===== config.mk =====
export PLATFORM = sky130hd
export DESIGN_NAME = delay_by_time_trigger
export DESIGN_NICKNAME = d
export VERILOG_FILES = /design/src/hdl/delay_trig_pkg.sv /design/src/hdl/delay_by_time_trigger.sv
export VERILOG_INCLUDE_DIRS = /design/src /design/src/hdl
export SDC_FILE = /design/constraint.sdc
export NUM_CORES = 1
export LEC_CHECK = 0
export BUFFER_PORTS_ARGS = -buffer_cell sky130_fd_sc_hd__buf_2
export CAP_MARGIN = 40
export CORE_ASPECT_RATIO = 1.2
export CORE_UTILIZATION = 32
export CTS_BUF_LIST = sky130_fd_sc_hd__clkbuf_8
export DETAILED_ROUTE_END_ITERATION = 12
export SETUP_SLACK_MARGIN = 0.2
export SKIP_CTS_REPAIR_TIMING = 1
export SLEW_MARGIN = 20
export SYNTH_ARGS = -nofsm -noshare
export SYNTH_HDL_FRONTEND = slang
export SYNTH_SLANG_ARGS = --single-unit

===== constraint.sdc =====
create_clock -name hclk -period 7.6 [get_ports hclk]
set_clock_uncertainty 0.1 [all_clocks]
set_input_delay 1.52 -clock hclk [delete_from_list [all_inputs] [get_ports hclk]]
set_output_delay 1.52 -clock hclk [all_outputs]
set_load 0.1 [all_outputs]

===== src/hdl/delay_trig_params.svh =====
// Offsets, field positions, reset values and timing counts of the qualifier
`ifndef DELAY_TRIG_PARAMS_SVH
`define DELAY_TRIG_PARAMS_SVH
// Register byte offsets
`define OFS_CTRL      8'h00
`define OFS_ARM_SRC   8'h04
`define OFS_TRIG_SRC  8'h08
`define OFS_SLOPES    8'h0C
`define OFS_DELAY     8'h10
`define OFS_LEVEL     8'h14
`define OFS_INHIBIT   8'h18
`define OFS_BAND      8'h1C
`define OFS_STATUS    8'h20
// Field positions
`define CTRL_ADV_BIT     0
`define CTRL_MODE_LSB    1
`define CTRL_VAR_BIT     3
`define SLOPE_ARM_BIT    0
`define SLOPE_TRIG_BIT   1
`define SLOPE_EVT_BIT    2
`define STAT_ERR_BIT     3
// Reset values
`define RST_CTRL      4'h0
`define RST_SRC_IDX   4'h1
`define RST_LEVEL     16'h8000
`define RST_INHIBIT   16'h0000
`define RST_BAND      16'h0000
// Timing: figures in ns, counts in 50 ns cycles
`define CLK_PERIOD_NS 50
`define DLY_MIN_NS    30
`define DLY_MAX_NS    160000000
`define DLY_MIN_CYC   ((`DLY_MIN_NS + `CLK_PERIOD_NS - 1) / `CLK_PERIOD_NS)
`define DLY_MAX_CYC   (`DLY_MAX_NS / `CLK_PERIOD_NS)
`endif


===== src/hdl/delay_trig_pkg.sv =====
// Types shared by the delayed trigger qualifier
package delay_trig_pkg;
  typedef enum logic [1:0] {
    SRC_ANALOG   = 2'b00,
    SRC_DIGITAL  = 2'b01,
    SRC_EXTERNAL = 2'b10
  } src_kind_t;

  typedef struct packed {
    src_kind_t  kind;
    logic [3:0] idx;
  } src_sel_t;

  typedef enum logic [1:0] {
    ADV_NONE  = 2'b00,
    ADV_DELAY = 2'b01,
    ADV_OTHER = 2'b10
  } adv_mode_t;

  typedef enum logic [2:0] {
    ST_IDLE    = 3'b000,
    ST_WAIT    = 3'b001,
    ST_DELAY   = 3'b010,
    ST_SEEK    = 3'b011,
    ST_INHIBIT = 3'b100
  } qual_state_t;

  typedef struct packed {
    logic       wr;
    logic [7:0] addr;
  } ahb_ap_t;
endpackage


===== src/hdl/delay_by_time_trigger.sv =====
// Delay-by-time trigger qualifier with its AHB-Lite register slave
`include "delay_trig_params.svh"

// What this block does
// - Arm on chosen edge, wait the delay, fire on next trigger edge.
// - Wait counted from arming, clamped to 50 ns (one cycle) .. 160 ms.
// - Trigger edge uses the arm threshold; no separate trigger level.
// - Analog arm source 1-2 on two-channel parts, else 1-4.
// - Mixed-signal parts also accept digital channels 0 to 15.
// - External arm source only on two-channel parts, else rejected.
// - Arm slope rising or falling, read back as stored.
// - Selected advanced mode and delay variant read back.
// - Event-variant trigger slope settable and read back.
// - Arm source reads back as stored: analog, digital or external.
// - Path has retrigger inhibit and noise reject conditioning.
module delay_by_time_trigger #(
  parameter int unsigned MAX_DELAY_CYC = `DLY_MAX_CYC
) (
  // Clock and reset
  input  wire logic        hclk,
  input  wire logic        hresetn,
  // AHB-Lite slave
  input  wire logic        hsel,
  input  wire logic [31:0] haddr,
  input  wire logic [1:0]  htrans,
  input  wire logic        hwrite,
  input  wire logic [2:0]  hsize,
  input  wire logic [31:0] hwdata,
  input  wire logic        hready,
  output logic             hreadyout,
  output logic             hresp,
  output logic [31:0]      hrdata,
  // Variant straps
  input  wire logic        variant_two_channel,
  input  wire logic        variant_mixed_signal,
  // Trigger inputs
  input  wire logic [3:0]  analog_cmp,
  input  wire logic [15:0] digital_in,
  input  wire logic        ext_trig_in,
  // Trigger outputs
  output logic [15:0]      edge_threshold,
  output logic             trig_fire,
  output logic             trig_armed
);

  localparam int SYNC_W = 23;

  // Source selection is legal for this variant
  function automatic logic src_ok(input delay_trig_pkg::src_sel_t s,
                                  input logic two_ch,
                                  input logic mixed);
    logic ok;
    ok = 1'b0;
    case (s.kind)
      delay_trig_pkg::SRC_ANALOG:
        ok = (s.idx >= 4'h1) && (s.idx <= (two_ch ? 4'h2 : 4'h4));
      delay_trig_pkg::SRC_DIGITAL:   ok = mixed;
      delay_trig_pkg::SRC_EXTERNAL:  ok = two_ch && (s.idx == 4'h0);
      default:                       ok = 1'b0;
    endcase
    return ok;
  endfunction

  // Picks the input line that a source names
  function automatic logic src_pick(input delay_trig_pkg::src_sel_t s,
                                    input logic [3:0] an,
                                    input logic [15:0] dg,
                                    input logic ex);
    logic v;
    v = 1'b0;
    case (s.kind)
      delay_trig_pkg::SRC_ANALOG:   v = an[2'(s.idx - 4'h1)];
      delay_trig_pkg::SRC_DIGITAL:  v = dg[s.idx];
      delay_trig_pkg::SRC_EXTERNAL: v = ex;
      default:                      v = 1'b0;
    endcase
    return v;
  endfunction

  // Edge of the chosen polarity, 1 = rising
  function automatic logic edge_hit(input logic prev, input logic cur,
                                    input logic rising);
    return rising ? (!prev && cur) : (prev && !cur);
  endfunction

  // Delay clamped to the supported range
  function automatic logic [23:0] clamp_dly(input logic [31:0] v);
    logic [23:0] r;
    r = v[23:0];
    if (v < 32'(`DLY_MIN_CYC)) r = 24'(`DLY_MIN_CYC);
    else if (v > 32'(MAX_DELAY_CYC)) r = 24'(MAX_DELAY_CYC);
    return r;
  endfunction

  // Register state
  logic                       adv_sel_r;
  delay_trig_pkg::adv_mode_t  adv_mode_r;
  logic                       time_var_r;
  delay_trig_pkg::src_sel_t   arm_src_r;
  delay_trig_pkg::src_sel_t   trig_src_r;
  logic                       arm_rise_r;
  logic                       trig_rise_r;
  logic                       evt_rise_r;
  logic [23:0]                delay_cyc_r;
  logic [15:0]                level_r;
  logic [15:0]                inhibit_r;
  logic [15:0]                band_r;
  logic                       err_r;
  logic [15:0]                fire_cnt_r;
  delay_trig_pkg::ahb_ap_t    ap_r;
  logic                       ap_vld_r;
  logic [31:0]                hrdata_r;

  // Synchronisers, straps and filters
  logic [SYNC_W-1:0]          sync1_r;
  logic [SYNC_W-1:0]          sync2_r;
  logic                       strap_done_r;
  logic [1:0]                 strap_wait_r;
  logic                       two_ch_r;
  logic                       mixed_r;
  logic [1:0]                 filt_r;
  logic [1:0]                 prev_r;
  logic [15:0]                fcnt_r [2];

  // Qualifier
  delay_trig_pkg::qual_state_t st_r;
  delay_trig_pkg::qual_state_t st_nxt;
  logic [23:0]                cnt_r;
  logic [23:0]                cnt_nxt;
  logic                       fire_r;

  // Bus decode
  wire        ap_take  = hsel && htrans[1] && hready;
  wire        wr_now   = ap_vld_r && ap_r.wr;
  wire [7:0]  wa       = ap_r.addr;
  wire        wr_ctrl  = wr_now && (wa == `OFS_CTRL);
  wire        wr_arm   = wr_now && (wa == `OFS_ARM_SRC);
  wire        wr_trig  = wr_now && (wa == `OFS_TRIG_SRC);
  wire        wr_slope = wr_now && (wa == `OFS_SLOPES);
  wire        wr_dly   = wr_now && (wa == `OFS_DELAY);
  wire        wr_lvl   = wr_now && (wa == `OFS_LEVEL);
  wire        wr_inh   = wr_now && (wa == `OFS_INHIBIT);
  wire        wr_band  = wr_now && (wa == `OFS_BAND);
  wire        wr_stat  = wr_now && (wa == `OFS_STATUS);
  wire delay_trig_pkg::src_sel_t wsrc = hwdata[5:0];
  wire        wsrc_ok  = src_ok(wsrc, two_ch_r, mixed_r);
  wire        src_bad  = (wr_arm || wr_trig) && !wsrc_ok;

  // Engine runs only in advanced, delay, time-variant setup
  wire        run      = adv_sel_r && time_var_r &&
                         (adv_mode_r == delay_trig_pkg::ADV_DELAY);

  // Read mux
  logic [31:0] rd_mux;
  always_comb begin
    rd_mux = 32'h0000_0000;
    case (haddr[7:0])
      `OFS_CTRL:     rd_mux = {28'h000_0000, time_var_r, adv_mode_r,
                               adv_sel_r};
      `OFS_ARM_SRC:  rd_mux = {26'h000_0000, arm_src_r};
      `OFS_TRIG_SRC: rd_mux = {26'h000_0000, trig_src_r};
      `OFS_SLOPES:   rd_mux = {29'h0000_0000, evt_rise_r, trig_rise_r,
                               arm_rise_r};
      `OFS_DELAY:    rd_mux = {8'h00, delay_cyc_r};
      `OFS_LEVEL:    rd_mux = {16'h0000, level_r};
      `OFS_INHIBIT:  rd_mux = {16'h0000, inhibit_r};
      `OFS_BAND:     rd_mux = {16'h0000, band_r};
      `OFS_STATUS:   rd_mux = {fire_cnt_r, 9'h000, mixed_r, two_ch_r,
                               trig_armed, err_r, st_r};
      default:       rd_mux = 32'h0000_0000;
    endcase
  end

  // Bus pipeline: address phase captured, read data registered
  always_ff @(posedge hclk or negedge hresetn) begin
    if (!hresetn) begin
      ap_vld_r <= 1'b0;
      ap_r     <= '0;
      hrdata_r <= 32'h0000_0000;
    end else begin
      ap_vld_r <= ap_take;
      ap_r     <= '{wr: hwrite, addr: haddr[7:0]};
      if (ap_take && !hwrite) hrdata_r <= rd_mux;
    end
  end

  assign hreadyout = 1'b1;
  assign hresp     = 1'b0;
  assign hrdata    = hrdata_r;

  // Mode and slope registers
  always_ff @(posedge hclk or negedge hresetn) begin
    if (!hresetn) begin
      adv_sel_r   <= 1'b0;
      adv_mode_r  <= delay_trig_pkg::ADV_NONE;
      time_var_r  <= 1'b0;
      arm_rise_r  <= 1'b1;
      trig_rise_r <= 1'b1;
      evt_rise_r  <= 1'b1;
    end else begin
      if (wr_ctrl) begin
        adv_sel_r  <= hwdata[`CTRL_ADV_BIT];
        adv_mode_r <= delay_trig_pkg::adv_mode_t'(
                        hwdata[`CTRL_MODE_LSB +: 2]);
        time_var_r <= hwdata[`CTRL_VAR_BIT];
      end
      if (wr_slope) begin
        arm_rise_r  <= hwdata[`SLOPE_ARM_BIT];
        trig_rise_r <= hwdata[`SLOPE_TRIG_BIT];
        evt_rise_r  <= hwdata[`SLOPE_EVT_BIT];
      end
    end
  end

  // Sources, legal choices only; illegal ones flag an error
  always_ff @(posedge hclk or negedge hresetn) begin
    if (!hresetn) begin
      arm_src_r  <= '{kind: delay_trig_pkg::SRC_ANALOG, idx: `RST_SRC_IDX};
      trig_src_r <= '{kind: delay_trig_pkg::SRC_ANALOG, idx: `RST_SRC_IDX};
      err_r      <= 1'b0;
    end else begin
      if (wr_arm && wsrc_ok) arm_src_r <= wsrc;
      if (wr_trig && wsrc_ok) trig_src_r <= wsrc;
      if (src_bad) err_r <= 1'b1;
      else if (wr_stat && hwdata[`STAT_ERR_BIT]) err_r <= 1'b0;
    end
  end

  // Delay, level and conditioning registers
  always_ff @(posedge hclk or negedge hresetn) begin
    if (!hresetn) begin
      delay_cyc_r <= 24'(`DLY_MIN_CYC);
      level_r     <= `RST_LEVEL;
      inhibit_r   <= `RST_INHIBIT;
      band_r      <= `RST_BAND;
    end else begin
      if (wr_dly) delay_cyc_r <= clamp_dly(hwdata);
      if (wr_lvl) level_r <= hwdata[15:0];
      if (wr_inh) inhibit_r <= hwdata[15:0];
      if (wr_band) band_r <= hwdata[15:0];
    end
  end

  // One threshold serves arm and trigger comparators
  assign edge_threshold = level_r;

  // Two-stage synchroniser for every pin input
  always_ff @(posedge hclk or negedge hresetn) begin
    if (!hresetn) begin
      sync1_r <= '0;
      sync2_r <= '0;
    end else begin
      sync1_r <= {variant_mixed_signal, variant_two_channel, ext_trig_in,
                  digital_in, analog_cmp};
      sync2_r <= sync1_r;
    end
  end

  // Straps caught once, after the synchroniser holds pin values
  always_ff @(posedge hclk or negedge hresetn) begin
    if (!hresetn) begin
      strap_wait_r <= 2'h0;
      strap_done_r <= 1'b0;
      two_ch_r     <= 1'b0;
      mixed_r      <= 1'b0;
    end else if (strap_wait_r != 2'h2) begin
      strap_wait_r <= strap_wait_r + 2'h1;  // Sync chain still filling
    end else if (!strap_done_r) begin
      strap_done_r <= 1'b1;
      two_ch_r     <= sync2_r[21];
      mixed_r      <= sync2_r[22];
    end
  end

  // Raw arm and trigger lines from the chosen sources
  wire [1:0] raw = {
    src_pick(trig_src_r, sync2_r[3:0], sync2_r[19:4], sync2_r[20]),
    src_pick(arm_src_r, sync2_r[3:0], sync2_r[19:4], sync2_r[20])};

  // Noise reject: a change must persist past the band
  always_ff @(posedge hclk or negedge hresetn) begin
    if (!hresetn) begin
      filt_r <= 2'b00;
      prev_r <= 2'b00;
      fcnt_r <= '{default: 16'h0000};
    end else begin
      prev_r <= filt_r;
      for (int i = 0; i < 2; i++) begin
        if (raw[i] == filt_r[i]) begin
          fcnt_r[i] <= 16'h0000;
        end else if (fcnt_r[i] >= band_r) begin
          filt_r[i] <= raw[i];
          fcnt_r[i] <= 16'h0000;
        end else begin
          fcnt_r[i] <= fcnt_r[i] + 16'h0001;
        end
      end
    end
  end

  wire arm_edge  = edge_hit(prev_r[0], filt_r[0], arm_rise_r);
  wire trig_edge = edge_hit(prev_r[1], filt_r[1], trig_rise_r);

  // Qualifier sequence
  always_comb begin
    st_nxt  = st_r;
    cnt_nxt = cnt_r;
    case (st_r)
      delay_trig_pkg::ST_IDLE:
        if (run) st_nxt = delay_trig_pkg::ST_WAIT;
      delay_trig_pkg::ST_WAIT:
        if (arm_edge) begin
          st_nxt  = delay_trig_pkg::ST_DELAY;
          cnt_nxt = delay_cyc_r - 24'h00_0001;
        end
      delay_trig_pkg::ST_DELAY:
        if (cnt_r == 24'h00_0000) st_nxt = delay_trig_pkg::ST_SEEK;
        else cnt_nxt = cnt_r - 24'h00_0001;
      delay_trig_pkg::ST_SEEK:
        if (trig_edge) begin
          st_nxt  = delay_trig_pkg::ST_INHIBIT;
          cnt_nxt = {8'h00, inhibit_r};
        end
      delay_trig_pkg::ST_INHIBIT:
        if (cnt_r == 24'h00_0000) st_nxt = delay_trig_pkg::ST_WAIT;
        else cnt_nxt = cnt_r - 24'h00_0001;
      default:
        st_nxt = delay_trig_pkg::ST_IDLE;
    endcase
    if (!run) st_nxt = delay_trig_pkg::ST_IDLE;
  end

  wire fire_now = run && (st_r == delay_trig_pkg::ST_SEEK) && trig_edge;

  // Qualifier state, fire pulse and fire count
  always_ff @(posedge hclk or negedge hresetn) begin
    if (!hresetn) begin
      st_r       <= delay_trig_pkg::ST_IDLE;
      cnt_r      <= 24'h00_0000;
      fire_r     <= 1'b0;
      fire_cnt_r <= 16'h0000;
    end else begin
      st_r   <= st_nxt;
      cnt_r  <= cnt_nxt;
      fire_r <= fire_now;
      if (fire_now) fire_cnt_r <= fire_cnt_r + 16'h0001;
    end
  end

  assign trig_fire  = fire_r;
  assign trig_armed = (st_r == delay_trig_pkg::ST_DELAY) ||
                      (st_r == delay_trig_pkg::ST_SEEK);

endmodule // delay_by_time_trigger


==> flow_metrics.tcl, run 1 <==
set metrics [dict create \
    area_growth_pct 16.6 \
    die-area_mm2 0.0421 \
    avgSynthCellArea_um2 11.1 \
    required_ns 5.98 \
    cts-root-buf "clkbuf_8" \
    path_max_fanout 12 \
    synth-simple-area-share 0.153 \
    clock-sinks 265 \
    grt_pass1_wl_mm 57.9 \
    cap_violations 0 \
    fillers 4045 \
    drc_errors 0 \
    grt_max_degree 151 \
    portBuffers 118 \
    outcome "finished clean" \
    power_frac_seq 0.489 \
    wl_per_cell_um 19.1 \
    antenna_found_initial 1 \
    worstSetupEndpointType "output port" \
    yosysUniqueCellTypes 82 \
    dp_hpwl_mm 25.9 \
    synth_top_family_by_area "simple AND/OR/NAND/NOR gates" \
    p_leak_nw 6.95 \
    p_sw_w 0.000755 \
    fin_nets 1462 \
    first_iter_violations 527 \
    slew_headroom 0.415 \
    ys.warnings.count 0 \
    post-route-period-util 0.503 \
    combinationalPowerShare 0.058 \
    gp_congestion 0.853 \
    ys_top_cells_by_area "dfrtp_1 49%, mux2_2 5.6%, ha_1 3.7%, nand2_1 3.4%, xnor2_1 2.7%" \
    total_power_w 0.00300 \
    ioPinCount 149 \
    hp-class "reg2reg" \
    cts_buffers 45 \
    clockBufferDepth 3 \
    yosysMostFrequentCell "dfrtp_1" \
    finalHoldViolCount 0 \
    drtPass1Iterations 5 \
    max_freq_mhz 262 \
    swShare 0.252 \
    crit_chain "inv_1 -> nor2_1 -> buf_2" \
    synth_compound_area_frac 0.130 \
    max_stage_delay_ns 0.61 \
    cts_tree "built" \
    netlist_area_mm2 0.0132 \
    final_util 0.378 \
    synth_nets 1330 \
    grt.overflow.total 0 \
    regArea_mm2 0.00664 \
    grt_pass1_vias 10300 \
    ir_drop_mv 0.120 \
    syn_inst 1194 \
    slew_viol_final 0 \
    ys.flop_type "dfrtp_1" \
    coreArea_mm2 0.0407 \
    cp_num_buf_inv 2 \
    worst_slack_ns 3.78 \
    power.density_mw_per_mm2 195 \
    post-place-ws_ns 3.52 \
    synth_mux_area_frac 0.0991 \
    criticalPathCategory "reg2out" \
    path_clk_slew_ns 0.07 \
    die_h_um 225 \
    async_flop_share 1.00 \
    tightest_slew_ns 0.866 \
    internal_power_w 0.00225 \
    synthAdderAreaFrac 0.0377 \
    tns_ns 0 \
    num_vias 10000 \
    gr-usage-all-layers 0.175 \
    synth.top_cell.area_share 0.489 \
    final-setup-viol-count 0 \
    clock_latency_ns 0.59 \
    path_delay_family "buffers and inverters" \
    crit_path_top_delay_cell "dfrtp_1" \
    wirelength_mm 36.2 \
    yosysSeqAreaShare 0.502 \
    worst_setup_path_start_kind "flop" \
    clockPowerShare 0.453 \
    die_w_um 188 \
    worstPathArrival_ns 2.20 \
    multi_input_area_mm2 0.00618 \
    ant_nets 0 \
    final_layout_size_suffix_gt1_frac 0.248 \
    cts_max_level 2 \
    rows 81 \
    yosys.area.top_type "dfrtp_1" \
    synthXorXnorAreaFrac 0.0469 \
    vias_per_cell 5.28 \
    rsz0062_at_grt "no" \
    synth_edf_count 0 \
    start_util 0.324 \
    period_needed_ns 3.82 \
    synth_common_cells "258 x dfrtp_1, 121 x nand2_1, 66 x mux2_2" \
    synth-seq-cells 265 \
]
[through the flow]
stage	hold slack, ns	cells	area [um^2]
floorplan	0.231	1194	13200
global placement	0.233	1806	14300
detailed placement	0.236	1816	14400
CTS	0.249	1898	15400
global route	0.256	1901	15400
finish	0.245	1901	15400
[area by class of cell]
| type | instances | share of cell area |
|---|---|---|
| well taps | 539 | 0.0438 |
| repair buffers | 142 | 0.0539 |
| flip-flops and latches | 265 | 0.431 |
| multi-input cells | 843 | 0.401 |
| clock buffers | 57 | 0.0509 |
| inverters | 29 | 0.00706 |
| diodes | 1 | 0.000162 |
| clock inverters | 25 | 0.0121 |
[power groups by stage]
stage | Sequential (W) | Combinational [W] | Clock, W
finish | 0.00147 | 0.000174 | 0.00136
global route | 0.00147 | 0.000192 | 0.00147
CTS | 0.00147 | 0.000178 | 0.00140
detailed placement | 0.00149 | 0.000177 | 0
global placement | 0.00149 | 0.000173 | 0
floorplan | 0.00151 | 0.0000693 | 0
[layout by cell type, fill, tap and decap left out, types with 5 or more instances in the layout]
cell        n
nand2_1   121
and3_1     18
ha_1       39
o22ai_1     6
or4_1       5
buf_2     118
nor4_1     17
nand3_1    28
o21ai_0    65
clkbuf_8   57
nor3_2     11
buf_4      15
mux2i_1    24
dfstp_2     7
nor3_1     48
dfrtp_1   258
nor2b_1     9
nor2_1     51
o31ai_1    10
xor2_1     26
mux2_2     66
nand4_1    17
a21oi_1    36
o211ai_1   12
mux4_2     14
a31oi_1    15
a221oi_1   12
inv_1      40
clkinv_2    9
a22o_1     29
nand2b_1    9
a211oi_1   13
xnor2_1    41
buf_8       5
a22oi_1    14
nor3b_1     6
[final timing paths]
check / from / to / slack (ns) / cells past startpoint
worst max-delay path: st_r[1] / trig_armed / 3.78 / 3
worst min-delay path: sync1_r[16] / sync2_r[16] / 0.24 / 0
worst max register to register: st_r[0] / cnt_r[16] / 3.90 / 11
worst min register to register: sync1_r[16] / sync2_r[16] / 0.24 / 0
max in group asynchronous: hresetn / cnt_r[15] / 5.15 / 2
min in group asynchronous: hresetn / sync1_r[10] / 0.90 / 1
[state kept, by name, indices dropped and copies added, names as in the netlist, 23 cells and up]
signal and flops:
fcnt_r 32, hrdata 32, cnt_r 24, delay_cyc_r 24
sync1_r 23, sync2_r 23
[kinds of logic (layout without fill, tap and decap cells)]
family                   after synthesis  count (layout)
AND/OR/NAND/NOR                      376             376
multiplexers                         105             105
XOR/XNOR                              69              69
AO/OA/AOI/OAI                        251             251
adder cells (fa/ha/maj)               40              40
buffers and inverters                 86             253
other                                  2               3
flip-flops                           265             265
[layer usage]
layer / wire length (um) / up-vias / GRT usage / share of wire
met1: 15100 / 4981 / 0.216 / 0.42
met5: 0 / - / 0 / 0
met4: 1590 / 0 / 0.0886 / 0.044
met3: 1750 / 88 / 0.0268 / 0.048
li1: - / 4666 / - / -
met2: 17800 / 303 / 0.297 / 0.49
[worst reg2reg max path: cells and delay by family, from the launching register on]
family,cells,cell delay [ns]
compound gates,3,0.58
flops,1,0.82
buf+inv,2,0.66
simple gates,3,0.70
mux,2,0.41
fa+ha+maj,1,0.31
Note: power is estimated with default switching activity, not from simulation.
==> run 2: changes to the inputs <==
- ABC_AREA: unset -> 1
- clock period: 7.6 -> 3.9 ns (I/O delays scaled with it)
==> run 2 against run 1 <==
- sequential power grew 100%
- synthesized cell count grew 46%
- clock-buffer cell count fell by 7
- power grew 97%
- highest routed layer unchanged
- critical path depth rose by 1
- via count up 21%
- final cell count is 30% higher
==> flow_metrics.tcl, run 2 <==
set metrics [dict create \
    outcome "finished clean" \
    synth_mux_area_frac 0.00164 \
    dp_hpwl_mm 31.1 \
    die_w_um 191 \
    grt_pass1_vias 12000 \
    yosys.area.top_type "dfrtp_1" \
    final_util 0.379 \
    wl_per_cell_um 16.4 \
    async_flop_share 1.00 \
    yosysUniqueCellTypes 46 \
    slew_viol_final 0 \
    worstPathArrival_ns 2.11 \
    syn_inst 1743 \
    synth_compound_area_frac 0.110 \
    start_util 0.327 \
    synth_edf_count 0 \
    netlist_area_mm2 0.0137 \
    cts_buffers 43 \
    path_clk_slew_ns 0.07 \
    clockBufferDepth 3 \
    wirelength_mm 40.3 \
    rsz0062_at_grt "no" \
    ys.flop_type "dfrtp_1" \
    drc_errors 0 \
    grt_pass1_wl_mm 64.7 \
    synth.top_cell.area_share 0.470 \
    synthAdderAreaFrac 0.0355 \
    p_leak_nw 8.14 \
    synthXorXnorAreaFrac 0.0268 \
    portBuffers 118 \
    ir_drop_mv 0.283 \
    worstSetupEndpointType "output port" \
    worst_setup_path_start_kind "flop" \
    finalHoldViolCount 0 \
    num_vias 12100 \
    criticalPathCategory "reg2out" \
    max_freq_mhz 334 \
    first_iter_violations 883 \
    ant_nets 0 \
    synth_common_cells "504 x nand2_1, 258 x dfrtp_1, 188 x inv_1" \
    die-area_mm2 0.0438 \
    path_max_fanout 23 \
    power.density_mw_per_mm2 370 \
    clock-sinks 265 \
    synth_top_family_by_area "simple AND/OR/NAND/NOR gates" \
    cts_max_level 2 \
    rows 82 \
    synth-simple-area-share 0.271 \
    gr-usage-all-layers 0.189 \
    coreArea_mm2 0.0421 \
    vias_per_cell 4.93 \
    fin_nets 2017 \
    tightest_slew_ns 0.913 \
    ioPinCount 149 \
    grt_max_degree 112 \
    clock_latency_ns 0.59 \
    hp-class "in2async" \
    cts_tree "built" \
    cap_violations 0 \
    post-route-period-util 0.767 \
    gp_congestion 0.934 \
    tns_ns 0 \
    mostFrequentLayoutCells "504 x nand2_1, 258 x dfrtp_1, 202 x inv_1, 152 x o21ai_0, 138 x nor2_1" \
    ys.warnings.count 0 \
    synth-seq-cells 265 \
    synth_nets 1879 \
    area_growth_pct 16.0 \
    yosysSeqAreaShare 0.483 \
    avgSynthCellArea_um2 7.89 \
    drtPass1Iterations 6 \
    final-setup-viol-count 0 \
    grt.overflow.total 0 \
    antenna_found_initial 1 \
    required_ns 3.02 \
    ys_top_cells_by_area "dfrtp_1 47%, nand2_1 14%, o21ai_0 5.5%, inv_1 5.1%, nand3_1 4.6%" \
    die_h_um 229 \
    final_layout_size_suffix_gt1_frac 0.138 \
    slew_headroom 0.391 \
    yosysMostFrequentCell "nand2_1" \
    layout_commonest_cell "nand2_1" \
    fillers 4370 \
    cts-root-buf "clkbuf_8" \
    period_needed_ns 2.99 \
]
==> run 2: cell types whose count changed in the layout (fill, tap and decap cells not counted), moves of 20 or more <==
cell	previous run	this run
or2_2	1	21
nor2_1	51	138
mux2i_1	24	0
xnor2_1	41	7
nand2_1	121	504
nand3_1	28	125
mux2_2	66	2
nor3_1	48	23
o21ai_0	65	152
a22o_1	29	0
inv_1	40	202
==> run 2: cells by family (layout without fill, tap and decap cells) <==
family          count (synthesis)  after routing
compound gates                272            272
flops                         265            265
buf+inv                       246            418
fa+ha+maj                      39             39
mux                             2              2
xor+xnor                       42             42
simple gates                  875            875
other cells                     2              3
==> run 2: cell type report <==
class / instances / area [um^2] / area share
flip-flops and latches: 265 / 6640 / 0.416
multi-input cells: 1232 / 6130 / 0.384
repair buffers: 141 / 833 / 0.0523
inverters: 198 / 743 / 0.0466
clock buffers: 50 / 688 / 0.0432
well taps: 546 / 683 / 0.0429
clock inverters: 29 / 223 / 0.0140
diodes: 1 / 2.50 / 0.000157
==> run 2: critical path, cell delays in order, from the launching register on <==
cell	delay (ns)
dfrtp_1	0.47
inv_1	0.17
nand3_4	0.28
nand2_1	0.15
buf_2	0.44
==> run 2: final timing paths <==
path | from | end | slack (ns) | depth (start not counted)
worst max-delay path | st_r[0] | trig_armed | 0.91 | 4
worst min-delay path | hresetn | sync1_r[7] | 0.11 | 1
worst max register to register | band_r[15] | fcnt_r[8] | 1.09 | 10
worst min register to register | sync1_r[10] | sync2_r[10] | 0.24 | 0
max in group asynchronous | hresetn | fcnt_r[14] | 2.64 | 2
min in group hclk | digital_in[2] | sync1_r[6] | 0.20 | 1
==> run 2: per-stage QoR <==
step	setup WS (ns)	power, W	std cells	area, um^2	hold WS [ns]
after global placement	0.780	0.00341	2379	15000	0.235
after CTS	0.861	0.00599	2461	15900	0.144
final	0.910	0.00590	2462	15900	0.106
after floorplan	1.43	0.00321	1743	13700	0.231
after global routing	0.795	0.00618	2462	15900	0.157
after detailed placement	0.716	0.00342	2382	15000	0.235
==> run 2: power by group <==
part / internal [W] / switching (W) / total (W)
sequential: 0.00286 / 0.0000756 / 0.00294
combinational: 0.000128 / 0.000303 / 0.000431
clock: 0.00138 / 0.00115 / 0.00253
total: 0.00437 / 0.00153 / 0.00590
==> run 2: per-layer routing <==
metal / global-route usage / vias up / routed length [um]
met5: 0 / - / 0
met4: 0.0841 / 0 / 1690
met3: 0.0236 / 73 / 1830
met2: 0.327 / 369 / 20000
met1: 0.233 / 5736 / 16800
li1: - / 5953 / -
==> run 3: changes to the inputs <==
- clock period: 3.9 -> 2.9 ns (I/O delays scaled with it)
==> run 3 against run 2 <==
- critical path depth increased by 7
- worst setup slack got worse by 0.57 ns
- sequential power increased by 34%
- highest routed layer unchanged
==> flow_metrics.tcl, run 3 (synthesis gave the netlist of run 2 again) <==
set metrics [dict create \
    rsz0062_at_grt "no" \
    start_util 0.327 \
    mostFrequentLayoutCells "504 x nand2_1, 257 x dfrtp_1, 200 x inv_1, 152 x o21ai_0, 138 x nor2_1" \
    drc_errors 0 \
    slew_headroom 0.509 \
    worstPathArrival_ns 2.90 \
    worstSetupEndpointType "flop" \
    combinationalPowerShare 0.076 \
    wirelength_mm 41.1 \
    p_leak_nw 8.36 \
    timing.rr.start "st_r[0]" \
    period_needed_ns 2.56 \
    die_h_um 229 \
    rr_worst_depth 13 \
    placed_cell_area_mm2 0.0152 \
    ir_drop_mv 0.296 \
    hp-class "in2reg" \
    grt_max_degree 93 \
    layout_commonest_cell "nand2_1" \
    cts-root-buf "clkbuf_8" \
    cts_buffers 43 \
    slew_viol_final 0 \
    cts_tree "built" \
    vias_per_cell 4.95 \
    path_max_fanout 6 \
    grt_pass1_wl_mm 64.9 \
    power_frac_seq 0.487 \
    coreArea_mm2 0.0421 \
    num_vias 12400 \
    gr-usage-all-layers 0.189 \
    cap_violations 0 \
    tightest_slew_ns 0.737 \
    wl_per_cell_um 16.4 \
    fin_nets 2064 \
    internal_power_w 0.00607 \
    clock-sinks 265 \
    first_iter_violations 913 \
    rows 82 \
    clockBufferDepth 3 \
    outcome "finished clean" \
    holdPathStages 1 \
    swShare 0.252 \
    tns_ns 0 \
    clock_latency_ns 0.59 \
    final-setup-viol-count 0 \
    max_freq_mhz 391 \
    grt_pass1_vias 12100 \
    portBuffers 118 \
    gp_congestion 0.954 \
    ioPinCount 149 \
    dp_hpwl_mm 31.4 \
    area_growth_pct 19.2 \
    finalHoldViolCount 0 \
    crit_start "haddr[6]" \
    path_clk_slew_ns 0.06 \
    drtPass1Iterations 5 \
    die_w_um 191 \
    antenna_found_initial 0 \
    clockPowerShare 0.438 \
    power.density_mw_per_mm2 495 \
    required_ns 3.24 \
    design_area_mm2 0.0164 \
    post-route-period-util 0.882 \
    grt.overflow.total 0 \
    criticalPathCategory "in2reg" \
    p_sw_w 0.00204 \
    final_layout_size_suffix_gt1_frac 0.149 \
    die-area_mm2 0.0438 \
    cts_max_level 2 \
    worstHoldStart "digital_in[15]" \
    worst_setup_path_start_kind "input pin" \
    ant_nets 0 \
    fillers 4350 \
]
==> run 3: changes by cell type in the layout (fill, tap and decap cells not counted), moves of 2 or more <==
cell and change:
clkinvlp_4 -2, clkinv_2 -3, clkbuf_8 +7, buf_4 +26, dlygate4sd3_1 +21, inv_1 -2
==> run 3: layout make-up <==
type	count	area, um^2	area share
clock inverter	21	171	0.0105
multi-input combinational	1232	6130	0.374
antenna	2	5.00	0.000305
sequential	265	6640	0.405
inverter	198	743	0.0453
clock buffer	57	785	0.0479
tap	546	683	0.0417
timing repair buffer	188	1230	0.0750
==> run 3: critical path: stages <==
cell	delay, ns
dlygate4sd3_1	0.53
buf_2	0.11
nor2_1	0.07
nand2_1	0.07
nor2_1	0.07
nand2_1	0.10
inv_2	0.04
o21ai_0	0.39
clkinv_1	0.46
nand2_1	0.38
nand2_1	0.09
==> run 3: power groups by stage <==
stage | clock (W) | combinational (W) | sequential (W)
floorplan | 0 | 0.000281 | 0.00403
global placement | 0 | 0.000586 | 0.00401
detailed placement | 0 | 0.000595 | 0.00401
CTS | 0.00366 | 0.000597 | 0.00395
global route | 0.00380 | 0.000693 | 0.00397
finish | 0.00355 | 0.000616 | 0.00395
==> run 3: layer usage <==
| metal | GRT usage | part of all wire | up-vias |
|---|---|---|---|
| met1 | 0.238 | 0.42 | 5959 |
| met2 | 0.317 | 0.49 | 323 |
| met3 | 0.0205 | 0.038 | 88 |
| met4 | 0.101 | 0.051 | 0 |
| met5 | 0 | 0 | - |
| li1 | - | - | 6052 |
==> run 3: worst paths after layout <==
kind / end / slack [ns]
max in group asynchronous: inhibit_r[10] / 1.37
worst min register to register: sync2_r[11] / 0.24
worst max-delay path: hrdata[0] / 0.34
worst max register to register: cnt_r[12] / 0.40
min in group asynchronous: sync1_r[5] / 0.53
worst min-delay path: sync1_r[19] / 0.01
==> run 3: metrics by stage <==
stage	cells	hold WS (ns)	power, W	worst slack, ns	utilization
floorplan	1743	0.184	0.00431	0.626	-
global placement	2407	0.235	0.00459	0.206	0.361
detailed placement	2408	0.235	0.00461	0.192	0.362
CTS	2486	-0.0672	0.00820	0.233	0.384
global route	2507	0.000113	0.00846	0.217	0.390
finish	2509	0.0143	0.00812	0.343	0.390
